`config.mk`:
```
export PLATFORM = sky130hd
export DESIGN_NAME = tllc_link_control
export DESIGN_NICKNAME = d
export VERILOG_FILES = /design/src/rtl/tllc_pkg.sv /design/src/rtl/tllc_link_control.sv
export SDC_FILE = /design/constraint.sdc
export NUM_CORES = 1
export LEC_CHECK = 0
export BUFFER_PORTS_ARGS = -buffer_cell sky130_fd_sc_hd__buf_4
export CORE_AREA = 2 2 97 99
export DETAILED_ROUTE_END_ITERATION = 8
export DIE_AREA = 0 0 99 101
export PLACE_DENSITY_LB_ADDON = 0.05
export SLEW_MARGIN = 15
export SYNTH_ARGS = -nofsm -noshare
export SYNTH_HDL_FRONTEND = slang
export SYNTH_SLANG_ARGS = --single-unit
```
`constraint.sdc`:
```
create_clock -name sys_clk -period 1.7 [get_ports sys_clk]
set_clock_uncertainty 0.2 [all_clocks]
set_input_delay 0 -clock sys_clk [delete_from_list [all_inputs] [get_ports sys_clk]]
set_output_delay 0 -clock sys_clk [all_outputs]
set_load 0.02 [all_outputs]
```
`src/rtl/tllc_pkg.sv`:
```
// constants for the touch-to-indicator link control block
// assumes an 8-bit register port with byte addresses as printed
package tllc_pkg;
    localparam int unsigned NUM_CH = 11;
    localparam int unsigned NUM_LINK = 7;
    localparam logic [7:0] ADDR_TRANS_A = 8'h77;
    localparam logic [7:0] ADDR_TRANS_B = 8'h78;
    localparam logic [7:0] ADDR_MIRROR_A = 8'h79;
    localparam logic [7:0] ADDR_MIRROR_B = 8'h7a;
    localparam logic [7:0] ADDR_LINK = 8'h80;
    localparam logic [7:0] MASK_TRANS_A = 8'h7f;
    localparam logic [7:0] MASK_TRANS_B = 8'h03;
    localparam logic [7:0] MASK_MIRROR_A = 8'hff;
    localparam logic [7:0] MASK_MIRROR_B = 8'h07;
    localparam logic [7:0] MASK_LINK = 8'hff;
    localparam logic [7:0] RESET_VALUE = 8'h00;
    localparam int unsigned UP_DOWN_BIT = 7;
    localparam int unsigned DOWN_CH = 8;
    localparam int unsigned UP_CH = 9;
endpackage
```
`src/rtl/tllc_link_control.sv`:
```
// link control: registers and per-channel actuation of indicator outputs
// assumes touch, release and group events come in synchronous to sys_clk
`timescale 1ns/1ps

module tllc_link_control #(
    parameter int unsigned NCH = tllc_pkg::NUM_CH
) (
    // clock and reset
    input wire logic sys_clk,
    input wire logic reset_n,
    // register port
    input wire logic [7:0] reg_addr,
    input wire logic reg_wr,
    input wire logic [7:0] reg_wdata,
    input wire logic reg_rd,
    output logic [7:0] reg_rdata,
    // configuration from neighbouring registers
    input wire logic invert_transition_global,
    input wire logic block_auto_flip_update,
    input wire logic polarity_wr,
    input wire logic [NCH-1:0] output_polarity,
    input wire logic [NCH-1:0] output_control_bit,
    input wire logic [NCH-1:0] channel_is_input,
    // sensor events
    input wire logic [tllc_pkg::NUM_LINK-1:0] touch_present,
    input wire logic group_up_event,
    input wire logic group_down_event,
    // to behavior and duty engines
    output logic [NCH-1:0] actuate,
    output logic [NCH-1:0] channel_enable,
    output logic [NCH-1:0] duty_reference_flip,
    output logic [NCH-1:0] linked
);
    import tllc_pkg::*;

    ////////////////////////////////////////////////////////////////////////
    // registers
    logic [7:0] link_transition_ctrl_a;
    logic [7:0] link_transition_ctrl_b;
    logic [7:0] duty_mirror_ctrl_a;
    logic [7:0] duty_mirror_ctrl_b;
    logic [7:0] sensor_to_indicator_link;
    logic [NCH-1:0] link_transition_effect;
    logic [NCH-1:0] sensor_channel_link;
    logic [NCH-1:0] link_q;
    logic [NCH-1:0] hold_invert;
    logic [NCH-1:0] group_active;
    logic [NCH-1:0] next_actuate;
    logic up_down_link;
    logic [7:0] next_rdata;
    logic [NCH-1:0] actuate_req;
    logic [NCH-1:0] next_exclusive;
    logic [NCH-1:0] duty_flip_bits;
    logic pair_clash;

    ////////////////////////////////////////////////////////////////////////
    // write decode
    // write strobes decoded once, one per register; auto_flip serves both mirror registers
    logic wr_trans_a;
    logic wr_trans_b;
    logic wr_mirror_a;
    logic wr_mirror_b;
    logic wr_link;
    logic auto_flip;

    assign wr_trans_a = reg_wr && (reg_addr == ADDR_TRANS_A);
    assign wr_trans_b = reg_wr && (reg_addr == ADDR_TRANS_B);
    assign wr_mirror_a = reg_wr && (reg_addr == ADDR_MIRROR_A);
    assign wr_mirror_b = reg_wr && (reg_addr == ADDR_MIRROR_B);
    assign wr_link = reg_wr && (reg_addr == ADDR_LINK);
    // blocked auto update leaves the mirror bits to software alone
    assign auto_flip = polarity_wr && !block_auto_flip_update;

    ////////////////////////////////////////////////////////////////////////
    // register write
    // unassigned bits are masked on entry so they always read back zero
    always_ff @(posedge sys_clk) begin
        if (!reset_n) begin
            link_transition_ctrl_a <= RESET_VALUE;
        end else if (wr_trans_a) begin
            link_transition_ctrl_a <= reg_wdata & MASK_TRANS_A;
        end
    end

    always_ff @(posedge sys_clk) begin
        if (!reset_n) begin
            link_transition_ctrl_b <= RESET_VALUE;
        end else if (wr_trans_b) begin
            link_transition_ctrl_b <= reg_wdata & MASK_TRANS_B;
        end
    end

    always_ff @(posedge sys_clk) begin
        if (!reset_n) begin
            sensor_to_indicator_link <= RESET_VALUE;
        end else if (wr_link) begin
            sensor_to_indicator_link <= reg_wdata & MASK_LINK;
        end
    end

    ////////////////////////////////////////////////////////////////////////
    // mirror bits
    // a polarity write lands after any direct mirror write in the same cycle
    always_ff @(posedge sys_clk) begin
        if (!reset_n) begin
            duty_mirror_ctrl_a <= RESET_VALUE;
        end else if (auto_flip) begin
            duty_mirror_ctrl_a <= output_polarity[7:0];
        end else if (wr_mirror_a) begin
            duty_mirror_ctrl_a <= reg_wdata & MASK_MIRROR_A;
        end
    end

    always_ff @(posedge sys_clk) begin
        if (!reset_n) begin
            duty_mirror_ctrl_b <= RESET_VALUE;
        end else if (auto_flip) begin
            duty_mirror_ctrl_b <= {5'h00, output_polarity[10:8]};
        end else if (wr_mirror_b) begin
            duty_mirror_ctrl_b <= reg_wdata & MASK_MIRROR_B;
        end
    end

    ////////////////////////////////////////////////////////////////////////
    // read path
    // unmapped addresses return zero rather than the last value
    always_comb begin
        next_rdata = RESET_VALUE;
        case (reg_addr)
            ADDR_TRANS_A: begin
                next_rdata = link_transition_ctrl_a;
            end
            ADDR_TRANS_B: begin
                next_rdata = link_transition_ctrl_b;
            end
            ADDR_MIRROR_A: begin
                next_rdata = duty_mirror_ctrl_a;
            end
            ADDR_MIRROR_B: begin
                next_rdata = duty_mirror_ctrl_b;
            end
            ADDR_LINK: begin
                next_rdata = sensor_to_indicator_link;
            end
            default: begin
                next_rdata = RESET_VALUE;
            end
        endcase
    end

    // data holds between reads so a slow master can sample late
    always_ff @(posedge sys_clk) begin
        if (!reset_n) begin
            reg_rdata <= RESET_VALUE;
        end else if (reg_rd) begin
            reg_rdata <= next_rdata;
        end
    end

    ////////////////////////////////////////////////////////////////////////
    // channel mapping
    assign up_down_link = sensor_to_indicator_link[UP_DOWN_BIT];
    // index 7 (channel eight) and index 10 have no sensor of their own
    assign link_transition_effect = {1'b0, link_transition_ctrl_b[1:0],
        1'b0, link_transition_ctrl_a[6:0]};
    assign sensor_channel_link = {1'b0, up_down_link, up_down_link, 1'b0,
        sensor_to_indicator_link[6:0]} & ~channel_is_input;

    // group latch: the last up or down event wins, up beats down in the same cycle; the pair stays exclusive
    always_ff @(posedge sys_clk) begin
        if (!reset_n || !up_down_link) begin
            group_active <= '0;
        end else if (group_up_event) begin
            group_active <= '0;
            group_active[UP_CH] <= 1'b1;
        end else if (group_down_event) begin
            group_active <= '0;
            group_active[DOWN_CH] <= 1'b1;
        end
    end

    always_ff @(posedge sys_clk) begin
        if (!reset_n) begin
            link_q <= '0;
        end else begin
            link_q <= sensor_channel_link;
        end
    end

    ////////////////////////////////////////////////////////////////////////
    // per-channel actuation
    for (genvar i = 0; i < NCH; i++) begin : g_ch
        logic touch_i;
        logic link_rise;
        if (i < NUM_LINK) begin : g_sensor
            assign touch_i = touch_present[i];
        end else begin : g_group
            assign touch_i = group_active[i];
        end
        assign link_rise = sensor_channel_link[i] && !link_q[i];

        // hold_invert keeps the pre-link lit state so the link is seamless
        always_ff @(posedge sys_clk) begin
            if (!reset_n || !sensor_channel_link[i]) begin
                hold_invert[i] <= 1'b0;
            end else if (link_rise) begin
                hold_invert[i] <= link_transition_effect[i] &&
                    output_control_bit[i] && !touch_i;
            end
        end

        always_comb begin
            if (!sensor_channel_link[i]) begin
                next_actuate[i] = output_control_bit[i];
            end else if (link_rise) begin
                // transition clear: state follows touch at once
                next_actuate[i] = (link_transition_effect[i] &&
                    output_control_bit[i] && !touch_i) ? 1'b1 : touch_i;
            end else if (hold_invert[i]) begin
                // inverted: touch toggles off, else pinned
                next_actuate[i] = invert_transition_global ? !touch_i : 1'b1;
            end else begin
                next_actuate[i] = touch_i;
            end
        end
    end

    ////////////////////////////////////////////////////////////////////////
    // pair exclusion
    assign actuate_req = next_actuate & ~channel_is_input;
    assign pair_clash = actuate_req[DOWN_CH] && actuate_req[UP_CH];

    // the pair never lights together; down wins a tie only while latched down, otherwise up wins
    always_comb begin
        next_exclusive = actuate_req;
        if (pair_clash) begin
            if (group_active[DOWN_CH]) begin
                next_exclusive[UP_CH] = 1'b0;
            end else begin
                next_exclusive[DOWN_CH] = 1'b0;
            end
        end
    end

    ////////////////////////////////////////////////////////////////////////
    // outputs
    always_ff @(posedge sys_clk) begin
        if (!reset_n) begin
            actuate <= '0;
        end else begin
            actuate <= next_exclusive;
        end
    end

    // enable follows the link so the engine needs no enable write of its own
    always_ff @(posedge sys_clk) begin
        if (!reset_n) begin
            channel_enable <= '0;
        end else begin
            channel_enable <= sensor_channel_link;
        end
    end

    always_ff @(posedge sys_clk) begin
        if (!reset_n) begin
            linked <= '0;
        end else begin
            linked <= sensor_channel_link;
        end
    end

    assign duty_flip_bits = {duty_mirror_ctrl_b[2:0], duty_mirror_ctrl_a};
    always_ff @(posedge sys_clk) begin
        if (!reset_n) begin
            duty_reference_flip <= '0;
        end else begin
            duty_reference_flip <= duty_flip_bits;
        end
    end

endmodule // tllc_link_control

```
Yosys cells after proc, flatten, opt, wreduce, memory -nomap -nowiden
Index checks and enable logic that the tools add are counted.

word-level totals
  register bits = 80
  bits of input ports = 65
  output and inout bits = 52
  logic and storage cells = 163

cells by class
  equality and inequality tests = 5
  mux-type cells = 57
  bitwise logic cells = 3
  reduce and logical (&&, ||, !) cells = 78

operators by type and width
  cell                                                                   count
  1-bit 2-to-1 mux                                                       49
  8-bit one-hot mux with 5 select lines                                  1
  1-bit logical AND                                                      34
  8-bit by 7-bit equality test with 1-bit output, second input constant  4
  1-bit zero test                                                        30
  10-bit 2-to-1 mux                                                      2
  8-bit 2-to-1 mux                                                       2
  10-bit by 11-bit bitwise AND with 11-bit output                        1
  11-bit bitwise AND                                                     1
  11-bit inverter                                                        1
  1-bit logical OR                                                       10
  8-bit equality test, second input constant                             1
  3-bit 2-to-1 mux                                                       2
  2-bit nonzero test                                                     3
  2-bit 2-to-1 mux                                                       1
  2-bit OR reduction                                                     1

Longest topological paths before layout
Gate-level depths: netlist of the first run.

  depth after elaboration = 8
  mapped depth = 6
  mapped depth without buffers = 4

Worst setup path before layout of the first run
Ideal clock, no wire load.

  path kind = reg2reg
  start point = register link_q[9]
  end point = register actuate[8]
  library setup time = 0.115 ns
  data arrival time = 1.133 ns
  data required time = 1.385 ns
  setup slack = 0.253 ns
  stages on the path, launching flop included = 5
  path buffers = 0
  period minus slack after synthesis = 1.447 ns
  path through = dfxtp_1 > nor2b_1 > o21ai_0 > a21oi_1 > a2111oi_0

on the way
  longest elaborated chain between the ends = 7

RTL lines
  element                 RTL line                  RTL
  from (decl)             tllc_link_control.sv:45   logic [NCH-1:0] link_q;
  from (signal assigned)  tllc_link_control.sv:186  link_q <= sensor_channel_link;
  1-bit zero test         tllc_link_control.sv:200  assign link_rise = sensor_channel_link[i] && !link_q[i];
  1-bit logical AND       tllc_link_control.sv:200
  1-bit 2-to-1 mux        tllc_link_control.sv:215  end else if (link_rise) begin
  1-bit 2-to-1 mux        tllc_link_control.sv:213  if (!sensor_channel_link[i]) begin
  11-bit bitwise AND      tllc_link_control.sv:230  assign actuate_req = next_actuate & ~channel_is_input;
  1-bit logical AND       tllc_link_control.sv:231  assign pair_clash = actuate_req[DOWN_CH] && actuate_req[UP_CH];
  2-bit 2-to-1 mux        tllc_link_control.sv:236  if (pair_clash) begin
  to (signal assigned)    tllc_link_control.sv:251  actuate <= next_exclusive;
  to (decl)               tllc_link_control.sv:29   output logic [NCH-1:0] actuate,

Every way passes these cells.
A chain may end at the register's enable or synchronous reset.

Final worst setup path of the first run
  start point = input reg_addr[1]
  end point = register sensor_to_indicator_link[1]

on the way
  longest elaborated chain between the ends = 2

RTL lines
  element               RTL line                 RTL
  from (decl)           tllc_link_control.sv:12  input wire logic [7:0] reg_addr,
  8-bit equality test   tllc_link_control.sv:70  assign wr_link = reg_wr && (reg_addr == ADDR_LINK);
  1-bit logical AND     tllc_link_control.sv:70
  to (signal assigned)  tllc_link_control.sv:97  sensor_to_indicator_link <= reg_wdata & MASK_LINK;
  to (decl)             tllc_link_control.sv:42  logic [7:0] sensor_to_indicator_link;

Every way passes these cells.

==> results of run 1 <==
-- layout make-up --
| cell class | instances | area (um2) |
|---|---|---|
| Clock buffer | 12 | 135.1 |
| Clock inverter | 4 | 23.77 |
| Fill cell | 778 | 3457 |
| Inverter | 11 | 41.29 |
| Multi-Input combinational cell | 284 | 1759 |
| Sequential cell | 78 | 1562 |
| Tap cell | 111 | 138.9 |
| Timing Repair Buffer | 216 | 1861 |
-- sequential cells by signal, summed over array words and instances, names as in the netlist --
name / flops
link_transition_ctrl_a: 7
hold_invert: 9
link_q: 9
duty_mirror_ctrl_a: 8
link_transition_ctrl_b: 2
duty_mirror_ctrl_b: 3
sensor_to_indicator_link: 8
duty_reference_flip: 11
group_active: 2
actuate: 11
reg_rdata: 8
-- final timing paths --
path	slack (ps)	endpoint
worst max register to register	80	group_active[8]$_SDFFE_PP0P_
worst max-delay path	30	sensor_to_indicator_link[1]$_SDFFE_PN0P_
worst min-delay path	-80	sensor_to_indicator_link[4]$_SDFFE_PN0P_
worst min register to register	270	reg_rdata[3]$_SDFFE_PN0P_
-- per-stage QoR --
stage | instances | hold WS, ps | cell area (um2) | power, mW
detailed placement | 613 | -39.10 | 4483 | 2.330
floorplan | 403 | -128.0 | 3527 | 2.100
finish | 716 | -79.14 | 5520 | 3.606
global placement | 613 | -43.96 | 4483 | 2.326
CTS | 714 | -30.17 | 5493 | 3.633
global route | 716 | -40.61 | 5520 | 3.762
-- worst max-delay path, delay by kind of cell --
| kind | cells | cell delay (ps) |
|---|---|---|
| AO/OA/AOI/OAI | 1 | 120 |
| buffers and inverters | 2 | 700 |
| AND/OR/NAND/NOR | 3 | 920 |
-- repair_timing --
action | 4_1_cts | 5_1_grt
endpoints found under the hold margin | 71 | 12
setup endpoints to repair | 0 | 13
resized for setup | 0 | 4
buffers inserted | 0 | 3
-- power by group through the flow --
| stage | clock (mW) | combinational [mW] | sequential, mW |
|---|---|---|---|
| global route | 1.29 | 0.581 | 1.89 |
| CTS | 1.21 | 0.534 | 1.89 |
| floorplan | 0 | 0.142 | 1.96 |
| detailed placement | 0 | 0.398 | 1.93 |
| global placement | 0 | 0.393 | 1.93 |
| finish | 1.18 | 0.541 | 1.89 |
-- layout by cell type (no fill, tap or decap), types with 9 or more instances in the layout --
master / synthesis / layout
buf_4: 13 / 129
dlygate4sd3_1: 0 / 84
dfxtp_1: 78 / 78
nand2_1: 37 / 37
a21oi_1: 31 / 31
nor2_1: 27 / 27
mux2i_1: 22 / 22
nand3_1: 19 / 19
o21ai_0: 18 / 18
nor2b_1: 13 / 13
and2_1: 11 / 11
inv_1: 10 / 10
nor3b_1: 11 / 10
nor3_1: 9 / 9
clkbuf_8: 0 / 9
-- routing by layer --
layer  global-route usage (%)  vias to the layer above
met4                    7.798                        0
li1                         -                     1820
met5                        0                        -
met3                    3.883                       13
met1                    25.65                     1711
met2                    36.17                      117
-- logic make-up after synthesis --
kind of cell / after synthesis
AOI/OAI and AO/OA: 91
buffers and inverters: 41
DFF: 78
muxes: 23
other: 1
and+or+nand+nor: 166
==> impl_metrics.csv, run 1 <==
group,metric,value,unit
outcome,outcome,"finished, violations left",
outcome,violations,"hold timing",
route,route.met2.wl,5115,um
layout,utilization,61.49,%
pwr,switching_share,25.14,%
die,core,8977,um2
cts,cts_tree,"done",
route,via_per_inst,5.113,
worst_setup_path,cpMaxStageDelayCell,"dlygate4sd3_1",
worst_setup_path,slowest_delay,580,ps
timing,finalSetupViolations,0,
route,avgRoutedWirePerCell,14.75,um
hold_path,hold_class,"in -> reg",
die,rows,35,
timing,timing.final.ws_setup,27.96,ps
global_route,grt.overflow.total,0,
worst_setup_path,startpoint_type,"input port",
worst_setup_path,cp-startpoint,"reg_addr[1]",
synth,muxShareOfSynthArea,6.584,%
synth,syn_avg_cell_area,8.790,um2
synth,synth_common_cells,"dfxtp_1 (78), nand2_1 (37), a21oi_1 (31), nor2_1 (27), mux2i_1 (22)",
synth,synthAdderAreaFrac,0,%
place,place_ws,52.28,ps
synth,synth_cells,400,
die,ios,117,
cts,cts_buffers,9,
layout,drive_gt1_share,26.28,%
worst_setup_path,critPathMaxFanout,8,
place,place_hpwl,6983,um
global_route,grt_max_degree,35,
route,ant_nets,0,
synth,synthArstFlopShare,0,%
timing,finalCritPeriodShare,98.36,%
synth,syn_area,3516,um2
pwr,peakVddDrop,0.0004073,V
pwr,p_leak,2.351,nW
timing,rsz0062_at_grt,"yes",
timing,timing.final.crit_period,1672,ps
route,drt-met1-wl,4746,um
timing,setup_tns,0,ps
synth,synth_edf_count,0,
place,port_buffers,112,
place,gp_congestion,0.8557,
timing,hold_viol,13,
worst_setup_path,worstPathCellList,"buf_4, or4b_4, nor2_4, nand3_1, dlygate4sd3_1, a21oi_1",
synth,yosysMostFrequentCell,"dfxtp_1",
synth,synth_top_cell_area_share,44.41,%
worst_setup_path,cp.required,1770,ps
route,top_layer_used,"met4",
cts,clockBufferDepth,2,
synth,yosys_register_bits,78,
pwr,seq_power_share,52.4,%
worst_setup_path,path_class,"in -> reg",
hold_path,hold_start,"reg_addr[6]",
layout,nets,665,
route,drc_errors,0,
cts,insertion_delay,340,ps
synth,synth_compound_area_share,16.51,%
pwr,p_comb_share,15.0,%
timing,finalMaxSlewViolations,0,
synth,synth_simple_gate_area_share,26.19,%
cts,h-tree-depth,3,
cts,hold_buffers,85,
synth,yosys_warnings,0,
route,dr.first_iter.drc_count,110,
die,die_h,101,um
layout,area_growth,57.01,%
route,firstDrtPassIters,5,
synth,ys_seq_area_share,44.41,%
pwr,switchingPower,906.4,uW
layout,antenna_cells,0,
synth,synth_top_family_by_area,"simple AND/OR/NAND/NOR gates",
die,die_area,9999,um2
global_route,antenna_found_initial,0,
synth,synth_ff_type,"dfxtp_1",
synth,yosysTopAreaCell,"dfxtp_1",
hold_path,hold_depth,5,
global_route,grtUsageTotal,20.82,%
pwr,p_int,2.700,mW
cts,clk_pin_slew_worst_paths,70,ps
worst_setup_path,reg2reg_from,"sensor_to_indicator_link[7]$_SDFFE_PN0P_",
die,fp.dieW,99,um
worst_setup_path,worstPathArrival,1740,ps
route,dr_total_vias,3661,
synth,synthTopCellsByArea,"dfxtp_1 (44%), mux2i_1 (6.3%), a21oi_1 (4.4%)",
route,finalWirelength,10560,um
global_route,grt_pass1_wl,16490,um
cts,cts-root-buf,"clkbuf_8",
global_route,grt_pass1_vias,3535,
synth,yosysUniqueCellTypes,59,
timing,hold_slack,-79.14,ps
pwr,power.share.clock,32.6,%
worst_setup_path,end_kind,"flip-flop",
cts,cts.sinks,78,
pwr,power_density,653.2,nW/um2
timing,fmax,598.1,MHz
route,wl_met3,504,um
die,initial_core_util,39.16,%
synth,synth_xor_area_share,0,%
run,cap_violations,0,
worst_setup_path,reg2regPathDepth,4,
(Power assumes the default switching activity.)
==> run 2, diff against run 1 <==
CELL_PAD_IN_SITES_DETAIL_PLACEMENT = 1   (was not set)
CELL_PAD_IN_SITES_GLOBAL_PLACEMENT = 2   (was not set)
CORE_AREA = 2 2 110 112   (was 2 2 97 99)
DIE_AREA = 0 0 112 114   (was 0 0 99 101)
clock period = 2 ns   (was 1.7 ns; I/O delays follow)
==> run 2 against run 1 <==
Final cell count up 2.1%. Count of clock-buffer cells in the layout is the same. Core utilization decreased by 14 points. Setup slack better by 91 ps. The flow now finishes without violations.
==> impl_metrics.csv, run 2 (synthesis gave the netlist of run 1 again) <==
group,metric,value,unit
place,place_area,4403,um2
worst_setup_path,critPathMaxFanout,4,
pwr,power_density,649.8,nW/um2
die,rows,40,
worst_setup_path,cpMaxStageDelayCell,"dlygate4sd3_1",
outcome,outcome,"completed",
die,core,11710,um2
pwr,peakVddDrop,0.0003586,V
global_route,grtUsageTotal,18.59,%
global_route,grt.overflow.total,0,
layout,layout_common_cells,"buf_4 (112), dlygate4sd3_1 (82), dfxtp_1 (78)",
hold_path,hold_class,"in -> reg",
die,die_h,114,um
layout,reg.largest.list,"actuate: 11 flops, duty_reference_flip: 11 flops",
place,place_hpwl,7952,um
global_route,antenna_found_initial,0,
pwr,switching_share,24.03,%
hold_path,hold_depth,4,
pwr,p_comb_share,12.2,%
route,ant_nets,0,
place,dp.cells,634,
worst_setup_path,worstPathArrival,1910,ps
run,cap_violations,0,
global_route,grt_pass1_wl,18690,um
cts,insertion_delay,340,ps
layout,utilization,47.19,%
layout,layout_commonest_cell,"buf_4",
worst_setup_path,slowest_delay,560,ps
global_route,grt_max_degree,33,
route,finalWirelength,11460,um
place,port_buffers,112,
die,fp.dieW,112,um
timing,hold_viol,0,
pwr,seq_power_share,44.9,%
cts,cts-root-buf,"clkbuf_16",
timing,timing.final.crit_period,1881,ps
worst_setup_path,path_class,"reg -> reg",
route,drc_errors,0,
die,initial_core_util,30.02,%
pwr,power.share.clock,42.9,%
route,dr.first_iter.drc_count,98,
timing,finalMaxSlewViolations,0,
place,gp_congestion,0.7581,
layout,stdcell_area,5527,um2
timing,finalCritPeriodShare,94.05,%
timing,rsz0062_at_grt,"no",
worst_setup_path,r2r_end,"actuate[2]$_SDFF_PN0_",
layout,stdcell_count,731,
worst_setup_path,reg2reg_from,"sensor_to_indicator_link[2]$_SDFFE_PN0P_",
cts,cts.sinks,78,
cts,clockBufferDepth,2,
cts,cts_buffers,9,
worst_setup_path,critPathBufInv,1,
timing,tightestPinTransition,698.6,ps
route,via_per_inst,4.892,
worst_setup_path,worstPathCellList,"nor3b_2, a21oi_1, o211ai_1, a211oi_1, dlygate4sd3_1",
worst_setup_path,cpLargestDelayFamily,"buffers and inverters",
layout,drive_gt1_share,24.49,%
cts,post_cts_buffers,0,
layout,nets,645,
worst_setup_path,end_kind,"flip-flop",
cts,cts_tree,"done",
worst_setup_path,startpoint_type,"flip-flop",
pwr,switchingPower,862.9,uW
timing,slew_headroom,53.43,%
timing,setup_tns,0,ps
timing,finalSetupViolations,0,
route,avgRoutedWirePerCell,15.67,um
pwr,p_leak,2.318,nW
global_route,grt_pass1_vias,3667,
die,die_area,12770,um2
cts,clk_pin_slew_worst_paths,60,ps
worst_setup_path,reg2regPathDepth,5,
cts,h-tree-depth,3,
layout,area_growth,57.19,%
timing,fmax,531.6,MHz
hold_path,min_to,"link_transition_ctrl_b[1]$_SDFFE_PN0P_",
route,dr_total_vias,3576,
pwr,p_int,2.728,mW
hold_path,hold_start,"reg_wr",
die,ios,117,
route,firstDrtPassIters,6,
worst_setup_path,cp.required,2030,ps
worst_setup_path,reg2reg_slack,120,ps
layout,antenna_cells,0,
==> run 2: through the flow <==
step	hold slack [ps]	setup WS, ps	total power, mW
floorplan	-128.0	552.7	1.785
global placement	-44.46	309.4	1.976
detailed placement	-40.07	275.4	1.981
CTS	6.832	15.77	3.632
global route	79.25	22.39	3.756
finish	4.311	119.0	3.591
==> run 2: worst max-delay path by stage <==
stage	start	to	slack [ps]	depth (start not counted)
4_1_cts	reset_n	actuate[1]$_SDFF_PN0_	20	6
5_1_grt	invert_transition_global	actuate[1]$_SDFF_PN0_	20	7
2_1_floorplan	link_q[9]$_SDFF_PN0_	actuate[8]$_SDFF_PN0_	550	4
6_report	sensor_to_indicator_link[2]$_SDFFE_PN0P_	actuate[2]$_SDFF_PN0_	120	5
3_3_place_gp	reg_addr[1]	reg_rdata[4]$_SDFFE_PN0P_	310	5
3_5_place_dp	reg_addr[1]	reg_rdata[2]$_SDFFE_PN0P_	280	5
==> run 2: tightest hold or removal path: stages <==
cell and delay (ps):
buf_4 170, nand4b_1 170, mux2i_1 100, nor2_1 80
==> run 2: repair_timing <==
action | CTS | global route
resized for setup | 0 | 5
setup endpoints to repair | 0 | 5
endpoints found under the hold margin | 78 | 0
hold buffers | 82 | 0
==> run 2: power by group through the flow <==
stage	Combinational [mW]	Sequential, mW	Clock, mW
after floorplan	0.121	1.66	0
after global placement	0.331	1.65	0
after detailed placement	0.336	1.65	0
after CTS	0.435	1.61	1.59
after global routing	0.480	1.61	1.66
final	0.439	1.61	1.54
==> run 2: metal layers <==
metal / vias up / GRT usage (%) / wire length, um
met3: 15 / 5.313 / 666
met4: 0 / 6.911 / 231
met1: 1685 / 24.19 / 5298
li1: 1784 / - / -
met5: - / 0 / 0
met2: 92 / 29.54 / 5260
==> run 2: area by class of cell <==
| cell class | instances | area [um2] |
|---|---|---|
| Clock buffer | 12 | 256.5 |
| Clock inverter | 3 | 20.02 |
| Fill cell | 1389 | 6185 |
| Inverter | 11 | 45.04 |
| Multi-Input combinational cell | 284 | 1767 |
| Sequential cell | 78 | 1562 |
| Tap cell | 147 | 183.9 |
| Timing Repair Buffer | 196 | 1693 |
==> run 3, diff against run 2 <==
RECOVER_POWER = 100   (was not set)
==> run 3 against run 2 <==
Final area is 3.4% lower. Die area unchanged. Global-route usage is the same. Core utilization fell by 1.6 points. Total power decreased by 0.56%. Routed wire length down 0.20%. Flip-flop and latch count did not move. Critical endpoint unchanged. Largest cell class unchanged.
==> impl_metrics.csv, run 3 (synthesis gave the netlist of run 1 again) <==
group,metric,value,unit
pwr,seq_power_share,45.1,%
timing,timing.final.crit_period,1881,ps
cts,clockBufferDepth,2,
timing,hold_viol,0,
die,ios,117,
timing,finalMaxSlewViolations,0,
worst_setup_path,reg2reg_from,"sensor_to_indicator_link[2]$_SDFFE_PN0P_",
global_route,antenna_found_initial,0,
layout,layout_common_cells,"dlygate4sd3_1 (82), dfxtp_1 (78), buf_4 (63)",
route,dr.first_iter.drc_count,85,
route,firstDrtPassIters,4,
die,rows,40,
worst_setup_path,critPathMaxFanout,4,
pwr,p_leak,2.112,nW
die,die_h,114,um
timing,timing.final.ws_setup,118.9,ps
timing,fmax,531.6,MHz
route,drc_errors,0,
route,via_per_inst,4.900,
pwr,peakVddDrop,0.0003589,V
layout,layout_commonest_cell,"dlygate4sd3_1",
layout,utilization,45.58,%
timing,finalSetupViolations,0,
hold_path,hold_class,"in -> reg",
cts,cts_buffers,9,
hold_path,hold_depth,4,
worst_setup_path,end_kind,"flip-flop",
pwr,finalPower,3.571,mW
cts,insertion_delay,340,ps
global_route,grtUsageTotal,18.59,%
timing,finalCritPeriodShare,94.06,%
place,place_hpwl,7952,um
outcome,outcome,"completed",
place,place_ws,275.4,ps
worst_setup_path,r2r_end,"actuate[2]$_SDFF_PN0_",
worst_setup_path,reg2regPathDepth,5,
timing,tightestPinTransition,701.5,ps
pwr,switchingPower,861.3,uW
cts,cts-root-buf,"clkbuf_16",
cts,cts.sinks,78,
cts,cts_tree,"done",
global_route,grt_pass1_wl,18690,um
die,initial_core_util,30.02,%
layout,reg.largest.list,"actuate: 11 flops, duty_reference_flip: 11 flops",
worst_setup_path,cp.required,2030,ps
layout,nets,645,
route,ant_nets,0,
layout,drive_gt1_share,15.92,%
global_route,grt_max_degree,33,
pwr,power.share.clock,43.2,%
hold_path,hold_start,"reg_wr",
run,cap_violations,0,
layout,area_growth,51.81,%
route,avgRoutedWirePerCell,15.64,um
place,gp_congestion,0.7581,
die,die_area,12770,um2
cts,h-tree-depth,3,
route,finalWirelength,11430,um
worst_setup_path,path_class,"reg -> reg",
worst_setup_path,reg2reg_slack,120,ps
place,port_buffers,112,
hold_path,min_to,"link_transition_ctrl_b[1]$_SDFFE_PN0P_",
global_route,grt_pass1_vias,3667,
pwr,switching_share,24.12,%
timing,slew_headroom,53.23,%
pwr,p_int,2.710,mW
route,dr_total_vias,3582,
worst_setup_path,worstPathArrival,1910,ps
global_route,grt.overflow.total,0,
timing,setup_tns,0,ps
pwr,power_density,669.1,nW/um2
timing,rsz0062_at_grt,"no",
cts,clk_pin_slew_worst_paths,60,ps
worst_setup_path,startpoint_type,"flip-flop",
die,fp.dieW,112,um
pwr,p_comb_share,11.8,%
die,core,11710,um2
layout,antenna_cells,0,
==> run 3: through the flow <==
stage | instance area, um2 | hold WS [ps] | instances
6_report | 5338 | 3.539 | 731
5_1_grt | 5338 | 79.25 | 731
4_1_cts | 5500 | 6.832 | 731
3_5_place_dp | 4403 | -40.07 | 634
3_3_place_gp | 4403 | -44.46 | 634
2_1_floorplan | 3527 | -128.0 | 403
==> run 3: worst max-delay path, cell delays in order (launching register included) <==
cell	delay (ps)
dfxtp_1	390
nor3b_2	250
a21oi_1	100
o211ai_1	180
a211oi_1	90
dlygate4sd3_1	560
==> run 3: metal layers <==
layer	vias up	routed length, um	GRT usage (%)
li1	1786	-	-
met1	1687	5241	24.19
met2	94	5238	29.54
met3	15	719	5.313
met4	0	233	6.911
met5	-	0	0
==> run 3: power by group through the flow <==
| stage | clock network [mW] | logic, mW | registers [mW] |
|---|---|---|---|
| 2_1_floorplan | 0 | 0.121 | 1.66 |
| 3_3_place_gp | 0 | 0.331 | 1.65 |
| 3_5_place_dp | 0 | 0.336 | 1.65 |
| 4_1_cts | 1.59 | 0.435 | 1.61 |
| 5_1_grt | 1.66 | 0.461 | 1.61 |
| 6_report | 1.54 | 0.420 | 1.61 |
==> run 3: area by class of cell <==
cell class,count,area (um2)
Fill cell,1420,6374
Clock inverter,3,20.02
Clock buffer,12,256.5
Tap cell,147,183.9
Sequential cell,78,1562
Multi-Input combinational cell,284,1762
Timing Repair Buffer,196,1509
Inverter,11,45.04
==> run 3: timing repair <==
action,4_1_cts,5_1_grt
gates resized for setup,0,5
hold buffers,82,0
endpoints found under the setup margin,0,5
hold endpoints to repair,78,0
buffers inserted,0,0
==> run 3: worst max path at each step <==
stage | startpoint | endpoint | slack [ps] | depth (start not counted)
6_report | sensor_to_indicator_link[2]$_SDFFE_PN0P_ | actuate[2]$_SDFF_PN0_ | 120 | 5
5_1_grt | invert_transition_global | actuate[1]$_SDFF_PN0_ | 20 | 7
4_1_cts | reset_n | actuate[1]$_SDFF_PN0_ | 20 | 6
3_5_place_dp | reg_addr[1] | reg_rdata[2]$_SDFFE_PN0P_ | 280 | 5
3_3_place_gp | reg_addr[1] | reg_rdata[4]$_SDFFE_PN0P_ | 310 | 5
2_1_floorplan | link_q[9]$_SDFF_PN0_ | actuate[8]$_SDFF_PN0_ | 550 | 4
